$ cat src/design/touch_cfg.svh
// Constants of the touch detection core, with the notes on behaviour
// Notes on behaviour
// - Signal, reference, threshold and counters use 16-bit arithmetic, except the 33-bit max-on counter.
// - Reference drifts toward signal only when not detecting; frozen during detection.
// - Reference moves one count per step; threshold and hysteresis follow it.
// - Reference follows a falling signal faster than a rising one.
// - Gain strap high gives threshold 6 counts, low gives 12 counts.
// - Detection releases below threshold minus 17% of threshold-reference delta.
// - Each hit burst increments integrator; output activates at count 3.
// - A miss before the final count clears the integrator at once.
// - Detection longer than finite max-on duration forces full recalibration.
// - Max-on durations are 10 s, 60 s or infinite.
// - No recalibration input; recalibration only at power-up or timeout.
// - Straps sampled once after power-up; later changes ignored.
// - DC mode: output low while detecting; inactive after timeout recalibration.
// - Toggle mode: each detection inverts output; 10 s timeout keeps state.
// - Mode straps: 11 DC 10 s, 10 DC 60 s, 00 toggle, 01 DC infinite.
// - Output floats for 300 us once after every burst; bursts in ST_STRAP start no float.
`ifndef TOUCH_CFG_SVH
`define TOUCH_CFG_SVH

// ----------------------------------------------------------------------
// Clock and timing
// ----------------------------------------------------------------------
`define CLK_PERIOD_NS   10
`define HB_TIME_US      300
`define MAXON_SHORT_S   10
`define MAXON_LONG_S    60
`define NS_PER_S        64'h0000_0000_3b9a_ca00
`define NS_PER_US       1000

// ----------------------------------------------------------------------
// Arithmetic
// ----------------------------------------------------------------------
`define THR_HIGH        16'h0006
`define THR_LOW         16'h000c
`define HYST_PCT        32'h0000_0011
`define PCT_SCALE       32'h0000_0064
`define INTEG_LIMIT     16'h0003
`define DRIFT_DN_BURSTS 16'h0002
`define DRIFT_UP_BURSTS 16'h0010
`define WORD_MAX        16'hffff
`define STRAP_SETTLE    2'h3

`endif

$ cat src/design/touch_pkg.sv
// Types shared by the touch detection core
package touch_pkg;
    typedef logic [15:0] word_t;
    typedef logic [32:0] on_cnt_t;
    typedef logic [15:0] hb_cnt_t;

    typedef enum logic [1:0] {
        ST_STRAP = 2'b00,
        ST_CAL   = 2'b01,
        ST_RUN   = 2'b10
    } state_t;

    // Encoded exactly as {mode_strap_a, mode_strap_b}
    typedef enum logic [1:0] {
        MODE_TOGGLE = 2'b00,
        MODE_DC_INF = 2'b01,
        MODE_DC_60  = 2'b10,
        MODE_DC_10  = 2'b11
    } mode_t;
endpackage

$ cat src/design/hb_if.sv
// Link between the core and the output float timer
`timescale 1ns/1ps
interface hb_if;
    logic start;
    logic busy;
    modport timer (input start, output busy);
    modport ctrl  (output start, input busy);
endinterface

$ cat src/design/hb_timer.sv
// Output float timer started after each burst outside ST_STRAP
`timescale 1ns/1ps
module hb_timer #(
    parameter touch_pkg::hb_cnt_t HB_CYCLES = 16'h7530
) (
    // Clock and reset
    input  wire logic core_clk_i,
    input  wire logic rst_n_i,
    // Control link
    hb_if.timer       hb
);
    import touch_pkg::*;

    hb_cnt_t cnt;
    hb_cnt_t next_cnt;
    logic    busy;
    logic    next_busy;

    assign hb.busy = busy;

    // Reload on every burst, count down while floating
    always_comb begin
        next_cnt  = cnt;
        next_busy = busy;
        if (hb.start) begin
            next_cnt  = HB_CYCLES - 16'h0001;
            next_busy = 1'b1;
        end else if (busy) begin
            if (cnt == 16'h0000) begin
                next_busy = 1'b0;
            end else begin
                next_cnt = cnt - 16'h0001;
            end
        end
    end

    always_ff @(posedge core_clk_i or negedge rst_n_i) begin
        if (!rst_n_i) begin
            cnt  <= 16'h0000;
            busy <= 1'b0;
        end else begin
            cnt  <= next_cnt;
            busy <= next_busy;
        end
    end
endmodule // hb_timer

$ cat src/design/touch_detect_processing.sv
// Touch detection core: drift tracking, threshold, integrator, timeout, output
`timescale 1ns/1ps
`include "touch_cfg.svh"
module touch_detect_processing #(
    parameter touch_pkg::hb_cnt_t  HB_CYCLES =
        16'((`HB_TIME_US * `NS_PER_US) / `CLK_PERIOD_NS),
    parameter touch_pkg::on_cnt_t  MAXON_SHORT_CYCLES =
        33'((`MAXON_SHORT_S * `NS_PER_S) / `CLK_PERIOD_NS),
    parameter touch_pkg::on_cnt_t  MAXON_LONG_CYCLES =
        33'((`MAXON_LONG_S * `NS_PER_S) / `CLK_PERIOD_NS)
) (
    // Clock and reset
    input  wire logic             core_clk_i,
    input  wire logic             rst_n_i,
    // Burst results from the converter
    input  wire logic             burst_valid_i,
    input  wire touch_pkg::word_t burst_signal_i,
    // Option straps
    input  wire logic             gain_strap_i,
    input  wire logic             mode_strap_a_i,
    input  wire logic             mode_strap_b_i,
    // Detect output pin and status
    output logic                  detect_out_o,
    output logic                  detect_oe_n_o,
    output logic                  calibrating_o
);
    import touch_pkg::*;

    // ------------------------------------------------------------------
    // Reset release
    // ------------------------------------------------------------------
    logic [1:0] rst_sync;
    logic       rst_n;

    // Two-stage release of the asynchronous reset
    always_ff @(posedge core_clk_i or negedge rst_n_i) begin
        if (!rst_n_i) begin
            rst_sync <= 2'h0;
        end else begin
            rst_sync <= {rst_sync[0], 1'b1};
        end
    end
    assign rst_n = rst_sync[1];

    // Saturating addition for threshold levels
    function automatic word_t sat_add(input word_t a, input word_t b);
        logic [16:0] sum;
        sum = {1'b0, a} + {1'b0, b};
        return sum[16] ? `WORD_MAX : sum[15:0];
    endfunction

    // ------------------------------------------------------------------
    // Strap capture
    // ------------------------------------------------------------------
    logic [2:0] strap_meta;
    logic [2:0] strap_sync;
    logic [1:0] strap_wait;
    logic [1:0] next_strap_wait;
    logic       strap_done;
    logic       next_strap_done;
    logic       gain_hi;
    logic       next_gain_hi;
    mode_t      mode;
    mode_t      next_mode;

    // Straps are latched once, after the synchroniser settles
    always_comb begin
        next_strap_wait = strap_wait;
        next_strap_done = strap_done;
        next_gain_hi    = gain_hi;
        next_mode       = mode;
        if (!strap_done) begin
            if (strap_wait == `STRAP_SETTLE) begin
                next_strap_done = 1'b1;
                next_gain_hi    = strap_sync[0];
                next_mode       = mode_t'(strap_sync[2:1]);
            end else begin
                next_strap_wait = strap_wait + 2'h1;
            end
        end
    end

    always_ff @(posedge core_clk_i or negedge rst_n) begin
        if (!rst_n) begin
            strap_meta <= 3'h0;
            strap_sync <= 3'h0;
            strap_wait <= 2'h0;
            strap_done <= 1'b0;
            gain_hi    <= 1'b0;
            mode       <= MODE_DC_10;
        end else begin
            strap_meta <= {mode_strap_a_i, mode_strap_b_i, gain_strap_i};
            strap_sync <= strap_meta;
            strap_wait <= next_strap_wait;
            strap_done <= next_strap_done;
            gain_hi    <= next_gain_hi;
            mode       <= next_mode;
        end
    end

    // ------------------------------------------------------------------
    // Detection core
    // ------------------------------------------------------------------
    state_t  state;
    state_t  next_state;
    word_t   ref_lvl;
    word_t   next_ref_lvl;
    word_t   integ;
    word_t   next_integ;
    word_t   drift_cnt;
    word_t   next_drift_cnt;
    on_cnt_t on_cnt;
    on_cnt_t next_on_cnt;
    logic    detecting;
    logic    next_detecting;
    logic    toggle_state;
    logic    next_toggle_state;
    word_t   thr;
    word_t   hyst;
    word_t   trip_lvl;
    word_t   release_lvl;
    logic    hit;
    logic    timeout;
    on_cnt_t max_on;

    // Threshold and hysteresis ride on the reference
    always_comb begin
        thr         = gain_hi ? `THR_HIGH : `THR_LOW;
        hyst        = word_t'((32'(thr) * `HYST_PCT) / `PCT_SCALE);
        trip_lvl    = sat_add(ref_lvl, thr);
        release_lvl = sat_add(ref_lvl, thr - hyst);
        hit         = burst_signal_i >= trip_lvl;
        max_on      = (mode == MODE_DC_60) ? MAXON_LONG_CYCLES : MAXON_SHORT_CYCLES;
        timeout     = detecting && mode != MODE_DC_INF && on_cnt >= max_on;
    end

    // Calibration, drift, integrator and timeout
    always_comb begin
        next_state        = state;
        next_ref_lvl      = ref_lvl;
        next_integ        = integ;
        next_drift_cnt    = drift_cnt;
        next_on_cnt       = on_cnt;
        next_detecting    = detecting;
        next_toggle_state = toggle_state;
        case (state)
            ST_STRAP: begin
                if (strap_done) begin
                    next_state = ST_CAL;
                end
            end
            ST_CAL: begin
                if (burst_valid_i) begin
                    next_ref_lvl   = burst_signal_i;
                    next_integ     = 16'h0000;
                    next_drift_cnt = 16'h0000;
                    next_state     = ST_RUN;
                end
            end
            ST_RUN: begin
                if (timeout) begin
                    next_detecting = 1'b0;
                    next_integ     = 16'h0000;
                    next_on_cnt    = 33'h0;
                    next_state     = ST_CAL;
                end else if (detecting) begin
                    next_on_cnt = on_cnt + 33'h1;
                    if (burst_valid_i && burst_signal_i < release_lvl) begin
                        next_detecting = 1'b0;
                        next_integ     = 16'h0000;
                    end
                end else if (burst_valid_i) begin
                    if (hit) begin
                        next_integ = integ + 16'h0001;
                        if (integ == `INTEG_LIMIT - 16'h0001) begin
                            next_detecting = 1'b1;
                            next_on_cnt    = 33'h0;
                            if (mode == MODE_TOGGLE) begin
                                next_toggle_state = ~toggle_state;
                            end
                        end
                    end else begin
                        next_integ = 16'h0000;
                    end
                    // Slow drift only while idle, faster downward
                    if (burst_signal_i < ref_lvl) begin
                        if (drift_cnt >= `DRIFT_DN_BURSTS - 16'h0001) begin
                            next_ref_lvl   = ref_lvl - 16'h0001;
                            next_drift_cnt = 16'h0000;
                        end else begin
                            next_drift_cnt = drift_cnt + 16'h0001;
                        end
                    end else if (burst_signal_i > ref_lvl) begin
                        if (drift_cnt >= `DRIFT_UP_BURSTS - 16'h0001) begin
                            next_ref_lvl   = ref_lvl + 16'h0001;
                            next_drift_cnt = 16'h0000;
                        end else begin
                            next_drift_cnt = drift_cnt + 16'h0001;
                        end
                    end else begin
                        next_drift_cnt = 16'h0000;
                    end
                end
            end
            default: begin
                next_state = ST_STRAP;
            end
        endcase
    end

    always_ff @(posedge core_clk_i or negedge rst_n) begin
        if (!rst_n) begin
            state        <= ST_STRAP;
            ref_lvl      <= 16'h0000;
            integ        <= 16'h0000;
            drift_cnt    <= 16'h0000;
            on_cnt       <= 33'h0;
            detecting    <= 1'b0;
            toggle_state <= 1'b0;
        end else begin
            state        <= next_state;
            ref_lvl      <= next_ref_lvl;
            integ        <= next_integ;
            drift_cnt    <= next_drift_cnt;
            on_cnt       <= next_on_cnt;
            detecting    <= next_detecting;
            toggle_state <= next_toggle_state;
        end
    end

    // ------------------------------------------------------------------
    // Output pin
    // ------------------------------------------------------------------
    hb_if  hb_bus ();
    logic  next_out;

    assign hb_bus.start = burst_valid_i && state != ST_STRAP;

    hb_timer #(
        .HB_CYCLES (HB_CYCLES)
    ) u_hb_timer (
        .core_clk_i (core_clk_i),
        .rst_n_i    (rst_n),
        .hb         (hb_bus.timer)
    );

    // Active-low detect level per output mode
    always_comb begin
        next_out = (mode == MODE_TOGGLE) ? ~toggle_state : ~detecting;
    end

    always_ff @(posedge core_clk_i or negedge rst_n) begin
        if (!rst_n) begin
            detect_out_o  <= 1'b1;
            detect_oe_n_o <= 1'b0;
            calibrating_o <= 1'b1;
        end else begin
            detect_out_o  <= next_out;
            detect_oe_n_o <= hb_bus.busy;
            calibrating_o <= next_state != ST_RUN;
        end
    end
endmodule // touch_detect_processing

$ cat config.mk
export PLATFORM = sky130hd
export DESIGN_NAME = touch_detect_processing
export DESIGN_NICKNAME = d
export VERILOG_FILES = /design/src/design/touch_pkg.sv /design/src/design/hb_if.sv /design/src/design/hb_timer.sv /design/src/design/touch_detect_processing.sv
export VERILOG_INCLUDE_DIRS = /design/src /design/src/design
export SDC_FILE = /design/constraint.sdc
export NUM_CORES = 1
export LEC_CHECK = 0
export BUFFER_PORTS_ARGS = -buffer_cell sky130_fd_sc_hd__buf_2
export CORE_UTILIZATION = 60
export DETAILED_ROUTE_END_ITERATION = 10
export PLACE_DENSITY = 0.81
export REMOVE_ABC_BUFFERS = 1
export SLEW_MARGIN = 20
export SYNTH_ARGS = -nofsm -noshare
export SYNTH_HDL_FRONTEND = slang
export SYNTH_SLANG_ARGS = --single-unit
$ cat constraint.sdc
create_clock -name core_clk_i -period 7.7 [get_ports core_clk_i]
set_input_delay 0.385 -clock core_clk_i [delete_from_list [all_inputs] [get_ports core_clk_i]]
set_output_delay 0.385 -clock core_clk_i [all_outputs]
set_load 0.01 [all_outputs]
==> results.cfg, run 1 <==
[timing]
skew_ns = 0.00995
period_share_pct = 73.5
period_needed_ns = 5.66
drv_slew = 0
rsz0062_at_grt = no
fmax_mhz = 177
setup_tns_ns = 0
hold_viol_final = 0
slew_headroom_pct = 29.9
worstMarginPinSlew_ns = 1.05
final-setup-viol-count = 0

[route]
viasPerCell = 6.26
first_pass_iters = 6
drc = 0
drt-total-wl_um = 20500
num_vias = 7600
routedWlPerCell_um = 16.9
drt.antenna.violating_nets = 0
drt-initial-drc-count = 556

[clock_tree]
cts_tree = done
clock_latency_ns = 0.42
clockRootBuffer = clkbuf_16
post-cts-setup-buffer-count = 0
cts_resized = 0
cts_buffers = 17
cts_buffer_depth = 2
htree_levels = 4
clock_sinks = 119
clkTransAtPathRegs_ns = 0.06

[floorplan]
std_cell_rows = 43
fp.dieW_um = 122
die_y_um = 122
initial_core_util_pct = 61.9
dieArea_um2 = 14900
core_um2 = 14000
pin_count = 25

[synthesis]
syn_inst = 1004
synthFlopType = dfrtp_1
synthTopCellsByCount = 115 x dfrtp_1, 104 x nor2_1, 91 x ha_1
synth-edff-count = 0
synth_top_area_cell = dfrtp_1
synth-warning-count = 0
syn_area_um2 = 8660
yosys_register_bits = 119
synth_cell_types = 70
synth_area_per_cell_um2 = 8.63
synth_most_common_cell = dfrtp_1
synth-async-reset-ratio_pct = 100
synth_top_area_share_pct = 33.2
synthTopCellsByArea = dfrtp_1 33%, ha_1 13%, nor2_1 4.5%
ys_seq_area_share_pct = 34.4

[critical_path]
path_common_cell = nor2_1
path_cells = ha_1 -> inv_1 -> fa_1 -> nor2b_1 -> o21ai_1 -> nand2_1 -> nand3_1 -> nor2_1 -> nand3_1 -> nor2_1 -> nor2_1 -> ha_1 -> a211oi_2 -> nand3_2 -> a2111oi_2 -> o21ai_1 -> a211o_1 -> nand3_2 -> a21oi_2 -> or2_4 -> o31ai_1
crit_path_max_incr_delay_ns = 0.77
critPathCaptureType = flip-flop
slowest_stage = nor2_1
startpoint_type = flip-flop
r2r_cells = 21
r2r-end = integ[14]$_DFFE_PN0P_
worst_ep_arrival_time_ns = 5.99
timing.rr.start = ref_lvl[0]$_DFFE_PN0P_
worst-path-max-fanout = 18
critPathKind = reg2reg
cp_data_required_time_ns = 8.03
reg2reg_slack_ns = 2.04

[global_route]
gr-usage-met1_pct = 39.5
antenna_found_initial = 0
track_usage_pct = 29.6
grt_max_degree = 68
grt.met3_usage_pct = 6.23
grt_overflow = 0
grt_pass1_wl_um = 34700
grt_pass1_vias = 7284
gr-max-usage-layer = met2
grtUsageMet2_pct = 46.8

[hold_path]
hold-path-endpoint = strap_meta[1]$_DFF_PN0_
hp-start = mode_strap_b_i
hp-class = in2reg
hold_depth = 1

[status]
status = finished, final reports clean

[power]
power_density_nw_per_um2 = 381
p_leak_uw = 0.00425
peakVddDrop_v = 0.000223

[final_layout]
fillCellCount = 1148
fin_util_pct = 67.9
drive_gt1_share_pct = 9.48
finalNetCount = 1136
diodes = 0
area_delta_synth_final_pct = 9.68

[place]
port_buffers = 24
gp_congestion = 0.963
place_hpwl_um = 14700

[job]
cap_violations = 0
-- report_power, final --
group	internal (µW)	switching (µW)
sequential	774	228
clock	450	318
combinational	772	1080
total	2000	1630
-- registers in the layout, indices dropped and copies added (netlist names) --
signal / count
u_hb_timer.cnt: 16
mode: 2
detect_out_o: 1
on_cnt: 33
drift_cnt: 16
integ: 16
calibrating_o: 1
strap_sync: 3
detecting: 1
u_hb_timer.hb.busy: 1
gain_hi: 1
strap_wait: 2
rst_sync: 2
toggle_state: 1
detect_oe_n_o: 1
strap_meta: 3
ref_lvl: 16
strap_done: 1
state: 2
-- worst max-delay path, delay by kind of cell, from the launching register on --
family                     cells  cell delay [ns]
AOI/OAI and AO/OA              7             1.68
adders and majority gates      3             0.95
buffers and inverters          1             0.06
DFF                            1             0.45
and+or+nand+nor               10             2.42
-- logic make-up (layout without fill, tap and decap cells) --
logic type,after synthesis,count (layout),synth area share [%]
flops,119,119,34.4
simple gates,391,391,23.0
other cells,1,1,0.0433
xor+xnor,43,43,4.35
mux,9,9,1.11
fa+ha+maj,93,93,13.6
buf+inv,79,109,3.63
compound gates,269,269,19.9
-- layout make-up --
| cell class | instances | area [µm²] | area share [%] |
|---|---|---|---|
| Clock inverter | 15 | 144 | 1.51 |
| Inverter | 46 | 173 | 1.82 |
| Clock buffer | 17 | 425 | 4.48 |
| Sequential cell | 119 | 2990 | 31.4 |
| Tap cell | 180 | 225 | 2.37 |
| Multi-Input combinational cell | 806 | 5370 | 56.5 |
| Timing Repair Buffer | 31 | 175 | 1.84 |
-- cell usage in the layout, fill, tap and decap left out, types with 26 or more instances in the layout --
master	netlist	layout
dfrtp_1	115	114
nor2_1	104	104
ha_1	91	91
o21ai_0	73	73
nand2_1	71	70
inv_1	46	46
a21oi_1	46	46
nand3_1	39	39
xnor2_1	34	34
and3_1	30	30
o21ai_1	27	26
-- through the flow --
step           instances  hold WS [ns]  total power [µW]  setup slack, ns  cell area [µm²]
2_1_floorplan        971        0.0894              2350             3.20             8520
3_3_place_gp        1181         0.171              2770             2.20             8920
3_5_place_dp        1181         0.172              2820             2.15             8920
4_1_cts             1214        0.0561              3600             2.12             9500
5_1_grt             1214        0.0576              3920             1.59             9500
6_report            1214        0.0678              3620             2.04             9500
-- how the worst max path moves through the flow --
stage                     cells past startpoint              startpoint                    end  slack [ns]
after floorplan                              21     gain_hi$_DFFE_PN0P_  integ[14]$_DFFE_PN0P_        3.20
after global placement                       21  ref_lvl[0]$_DFFE_PN0P_  integ[14]$_DFFE_PN0P_        2.20
after detailed placement                     21  ref_lvl[0]$_DFFE_PN0P_  integ[14]$_DFFE_PN0P_        2.15
after CTS                                    21  ref_lvl[0]$_DFFE_PN0P_  integ[14]$_DFFE_PN0P_        2.12
after global routing                         21  ref_lvl[0]$_DFFE_PN0P_  integ[14]$_DFFE_PN0P_        1.59
final                                        21  ref_lvl[0]$_DFFE_PN0P_  integ[14]$_DFFE_PN0P_        2.04
-- what timing repair did --
| item | 4_1_cts | 5_1_grt |
|---|---|---|
| hold buffers | 1 | 0 |
| endpoints found under the setup margin | 0 | 0 |
| hold endpoints to repair | 2 | 0 |
-- metal layers --
layer	wire (µm)	vias to the layer above	share of wire (%)
met5	0	-	0
li1	-	3697	-
met3	1090	61	5.3
met1	9330	3624	45
met2	9450	218	46
met4	656	0	3.2
(Power assumes the default switching activity.)
==> run 2: changes to the inputs <==
Settings changed: CORE_UTILIZATION 60 to 58, PLACE_DENSITY 0.81 to 0.82.
Clock period 7.7 ns to 4.82 ns, I/O delays scaled along.
==> run 2 against run 1 <==
Routed wire length rose by 3.7%; count of clock-buffer cells in the layout increased by 5; sequential share of layout area shrank 0.99 points; sequential power increased by 56%; critical path depth is 4 lower; worst hold slack improved by 0.057 ns; critical endpoint is now ref_lvl[15]$_DFFE_PN0P_; core utilization fell by 0.36 points; flip-flop and latch count unchanged; clock skew shrank 0.0023 ns; non-clock buffer count is 26 higher; clock power is 73% higher.
==> results.cfg, run 2 (synthesis results as in run 1) <==
[status]
status = finished, final reports clean

[timing]
period_share_pct = 94.0
fmax_mhz = 221
worstMarginPinSlew_ns = 1.04
whs_ns = 0.125
period_needed_ns = 4.53
final-setup-viol-count = 0
drv_slew = 0
slew_headroom_pct = 30.4
setup_tns_ns = 0
hold_viol_final = 0
skew_ns = 0.00769

[critical_path]
cp.depth = 17
r2r_cells = 17
startpoint_type = flip-flop
critPathKind = reg2reg
cp_data_required_time_ns = 5.09
timing.rr.start = ref_lvl[5]$_DFFE_PN0P_
critPathTopFamily = compound AO/OA/AOI/OAI gates
reg2reg_slack_ns = 0.29
cp_num_buf_inv = 3
critPathCaptureType = flip-flop
slowest_stage = dfrtp_1
worst-path-max-fanout = 12
path_cells = inv_1 -> ha_1 -> nand4_1 -> o221a_2 -> o22ai_1 -> inv_1 -> buf_4 -> ha_1 -> o21ai_0 -> o21ai_0 -> a41oi_2 -> o211ai_1 -> o2111ai_1 -> mux2i_1 -> nand4_1 -> o211ai_1 -> a21oi_1
crit_path_max_incr_delay_ns = 0.51
worst_ep_arrival_time_ns = 4.80
r2r-end = ref_lvl[15]$_DFFE_PN0P_

[final_layout]
layout_common_cells = 112 x dfrtp_1, 102 x nor2_1, 90 x ha_1, 71 x nand2_1, 69 x o21ai_0
diodes = 0
fillCellCount = 1168
layout.cells.non_filler = 1244
fin_util_pct = 67.5
design_area_um2 = 9820
layout_commonest_cell = dfrtp_1
finalNetCount = 1162
drive_gt1_share_pct = 11.8
largest_reg_flops = 33
area_delta_synth_final_pct = 13.3
regMostFlops = on_cnt

[route]
num_vias = 7671
drt.antenna.violating_nets = 0
routedWlPerCell_um = 17.1
first_pass_iters = 5
drt-total-wl_um = 21300
drt-initial-drc-count = 512
viasPerCell = 6.17
drc = 0

[clock_tree]
cts_tree = done
cts_buffers = 17
clkTransAtPathRegs_ns = 0.06
clock_latency_ns = 0.42
clock_sinks = 119
cts_buffer_depth = 2
clockRootBuffer = clkbuf_16
htree_levels = 4

[power]
p_leak_uw = 0.00439
peakVddDrop_v = 0.000386
power_density_nw_per_um2 = 615

[floorplan]
pin_count = 25
core_um2 = 14500
std_cell_rows = 44
die_y_um = 124
dieArea_um2 = 15400
fp.dieW_um = 124
initial_core_util_pct = 59.6

[place]
dp_cells = 1201
place_hpwl_um = 15100
gp_congestion = 0.947
port_buffers = 24
dpl_cell_area_um2 = 9040

[global_route]
antenna_found_initial = 0
grt_pass1_vias = 7383
track_usage_pct = 28.8
grt_max_degree = 75
grt_pass1_wl_um = 36000
grt_overflow = 0

[hold_path]
hp-class = in2async

[job]
cap_violations = 0
==> run 2: routing by layer <==
layer	share of wire, %	vias to the layer above	GRT usage, %
met5	0	-	0
met4	2.6	0	10.5
met3	5.4	48	5.17
met1	44	3653	37.9
met2	48	219	47.5
li1	-	3751	-
==> run 2: how the worst max path moves through the flow <==
stage,endpoint,from
6_report,ref_lvl[15]$_DFFE_PN0P_,ref_lvl[5]$_DFFE_PN0P_
4_1_cts,integ[14]$_DFFE_PN0P_,gain_hi$_DFFE_PN0P_
2_1_floorplan,integ[14]$_DFFE_PN0P_,gain_hi$_DFFE_PN0P_
5_1_grt,integ[13]$_DFFE_PN0P_,ref_lvl[0]$_DFFE_PN0P_
3_3_place_gp,integ[14]$_DFFE_PN0P_,gain_hi$_DFFE_PN0P_
3_5_place_dp,integ[14]$_DFFE_PN0P_,gain_hi$_DFFE_PN0P_
==> run 2: per-stage QoR <==
step                total power (µW)  worst slack [ns]
global route                    6530           -0.0361
detailed placement              4580             0.193
CTS                             5950             0.134
global placement                4500             0.359
finish                          6040             0.292
floorplan                       3750             0.318
==> run 2: worst reg2reg max path: cells and delay by family, from the launching register on <==
kind | cells | cell delay (ns)
AOI/OAI and AO/OA | 9 | 2.21
adders and majority gates | 2 | 0.68
buffers and inverters | 3 | 0.56
DFF | 1 | 0.51
muxes | 1 | 0.20
and+or+nand+nor | 2 | 0.23
==> run 2: final cells by class <==
cell class | instances | area [µm²] | area share, %
inverter | 46 | 173 | 1.76
sequential | 119 | 2990 | 30.4
tap | 184 | 230 | 2.35
timing repair buffer | 57 | 403 | 4.10
multi-input combinational | 806 | 5410 | 55.1
clock buffer | 22 | 474 | 4.83
clock inverter | 10 | 143 | 1.45
==> run 2: power by group <==
group	internal, µW	switching [µW]
Sequential	1240	323
Combinational	1320	1830
Clock	855	473
Total	3410	2620
==> run 2: repair_timing <==
action	in CTS	in global routing
setup buffers	0	6
resized for setup	0	13
setup endpoints to repair	0	35
hold buffers	4	0
endpoints found under the hold margin	5	0
==> run 3: changes to the inputs <==
==> constraint.sdc (replaced) <==
create_clock -name core_clk_i -period 4.82 [get_ports core_clk_i]
set_input_delay 0.723 -clock core_clk_i [delete_from_list [all_inputs] [get_ports core_clk_i]]
set_output_delay 0.723 -clock core_clk_i [all_outputs]
set_load 0.01 [all_outputs]
==> run 3 against run 2 <==
Core utilization is 1.0 points lower; worst hold slack got worse by 0.049 ns; maximum frequency is essentially flat; sequential power grew 4%; count of clock-buffer cells in the layout is 2 lower; non-clock buffer count shrank 13; critical path type unchanged.
==> results.cfg, run 3 (synthesis results as in run 1) <==
[place]
gp_congestion = 0.969
port_buffers = 24
dpl_cell_area_um2 = 8970
dp_cells = 1192
place_hpwl_um = 15000

[power]
peakVddDrop_v = 0.000482
p_leak_uw = 0.00433
power_density_nw_per_um2 = 611
p_total_uw = 5910

[route]
drt.antenna.violating_nets = 0
routedWlPerCell_um = 17.2
drc = 0
viasPerCell = 6.23
drt-initial-drc-count = 507
first_pass_iters = 5
num_vias = 7671
drt-total-wl_um = 21100

[global_route]
gr-usage-met1_pct = 37.2
gr-max-usage-layer = met2
antenna_found_initial = 0
track_usage_pct = 28.3
grt.met3_usage_pct = 6.08
grtUsageMet2_pct = 45.7
grt_pass1_vias = 7247
grt_max_degree = 83
grt_overflow = 0
grt_pass1_wl_um = 35400

[final_layout]
fin_util_pct = 66.5
layout.cells.non_filler = 1231
regMostFlops = on_cnt
layout_common_cells = 112 x dfrtp_1, 101 x nor2_1, 91 x ha_1, 71 x o21ai_0, 71 x nand2_1
layout_commonest_cell = dfrtp_1
largest_reg_flops = 33
diodes = 0
finalNetCount = 1149
area_delta_synth_final_pct = 11.6
fillCellCount = 1210
design_area_um2 = 9670
drive_gt1_share_pct = 11.1

[critical_path]
worst-path-max-fanout = 10
reg2reg_slack_ns = 0.29
startpoint_type = flip-flop
r2r_cells = 22
critPathCaptureType = flip-flop
cp_data_required_time_ns = 5.13
timing.rr.start = gain_hi$_DFFE_PN0P_
worst_ep_arrival_time_ns = 4.83
r2r-end = integ[11]$_DFFE_PN0P_
critPathKind = reg2reg

[timing]
rsz0062_at_grt = no
final-setup-viol-count = 0
worstMarginPinSlew_ns = 0.707
setup_tns_ns = 0
fmax_mhz = 221
period_share_pct = 93.9
hold_viol_final = 0
skew_ns = 0.00867
drv_slew = 0
slew_headroom_pct = 52.4
period_needed_ns = 4.53

[floorplan]
fp.dieW_um = 124
initial_core_util_pct = 59.6
core_um2 = 14500
die_y_um = 124
pin_count = 25
std_cell_rows = 44
dieArea_um2 = 15400

[hold_path]
hp-class = in2async

[status]
status = finished, final reports clean

[clock_tree]
htree_levels = 4
clockRootBuffer = clkbuf_16
clkTransAtPathRegs_ns = 0.06
cts_buffers = 17
cts_buffer_depth = 2
clock_sinks = 119
hold_buffers = 0
clock_latency_ns = 0.42
cts_tree = done

[job]
cap_violations = 0
[run 3: cell types whose count changed in the layout (fill, tap and decap cells not counted), moves of 3 or more]
cell,change
clkinv_2,+4
o21ai_1,-3
dlygate4sd3_1,-4
clkinvlp_4,-3
buf_4,-9
[run 3: metal layers]
metal | part of all wire [%] | vias to the layer above
met4 | 2.8 | 0
met1 | 45 | 3687
li1 | - | 3716
met2 | 47 | 224
met5 | 0 | -
met3 | 5.0 | 44
[run 3: cell type report]
cell class              instances  area (µm²)  share of cell area [%]
clock buffers                  20         447                    4.62
inverters                      46         173                    1.79
flip-flops and latches        119        2990                    30.9
multi-input cells             806        5400                    55.8
well taps                     184         230                    2.38
clock inverters                12         128                    1.32
repair buffers                 44         303                    3.13
[run 3: how the worst max path moves through the flow]
stage | from | endpoint | slack (ns)
global route | gain_hi$_DFFE_PN0P_ | integ[14]$_DFFE_PN0P_ | 0.003
global placement | gain_hi$_DFFE_PN0P_ | integ[14]$_DFFE_PN0P_ | 0.40
finish | gain_hi$_DFFE_PN0P_ | integ[11]$_DFFE_PN0P_ | 0.29
floorplan | gain_hi$_DFFE_PN0P_ | integ[14]$_DFFE_PN0P_ | 0.32
detailed placement | gain_hi$_DFFE_PN0P_ | integ[14]$_DFFE_PN0P_ | 0.20
CTS | gain_hi$_DFFE_PN0P_ | integ[11]$_DFFE_PN0P_ | 0.17
[run 3: report_power, final]
group	switching [µW]	internal, µW	total, µW
Clock	466	772	1240
Combinational	1780	1270	3050
Sequential	379	1240	1620
Total	2630	3280	5910
[run 3: worst max-delay path, stage by stage (launching register included)]
cell and delay (ns):
dfrtp_2 0.42, ha_1 0.18, inv_1 0.05, fa_1 0.39, nor2b_1 0.12, o21ai_1 0.12, nand2_1 0.15, nand3_2 0.12
nor2_2 0.16, nand3_1 0.14, nor2_2 0.16, buf_4 0.18, nor2_1 0.06, ha_1 0.28, a21o_1 0.18, a21o_1 0.17
a221oi_1 0.36, o21ai_2 0.14, a211o_1 0.29, nand3_2 0.10, a21oi_2 0.07, or2_4 0.31, o31ai_1 0.26
[run 3: metrics by stage]
step	setup WS (ns)	hold slack, ns
floorplan	0.318	0.331
global placement	0.398	0.332
detailed placement	0.204	0.335
CTS	0.165	0.0595
global route	0.00303	0.0588
finish	0.294	0.0762
[run 3: what timing repair did]
item,4_1_cts,5_1_grt
resized for setup,0,10
setup endpoints to repair,0,37
buffers inserted,0,6
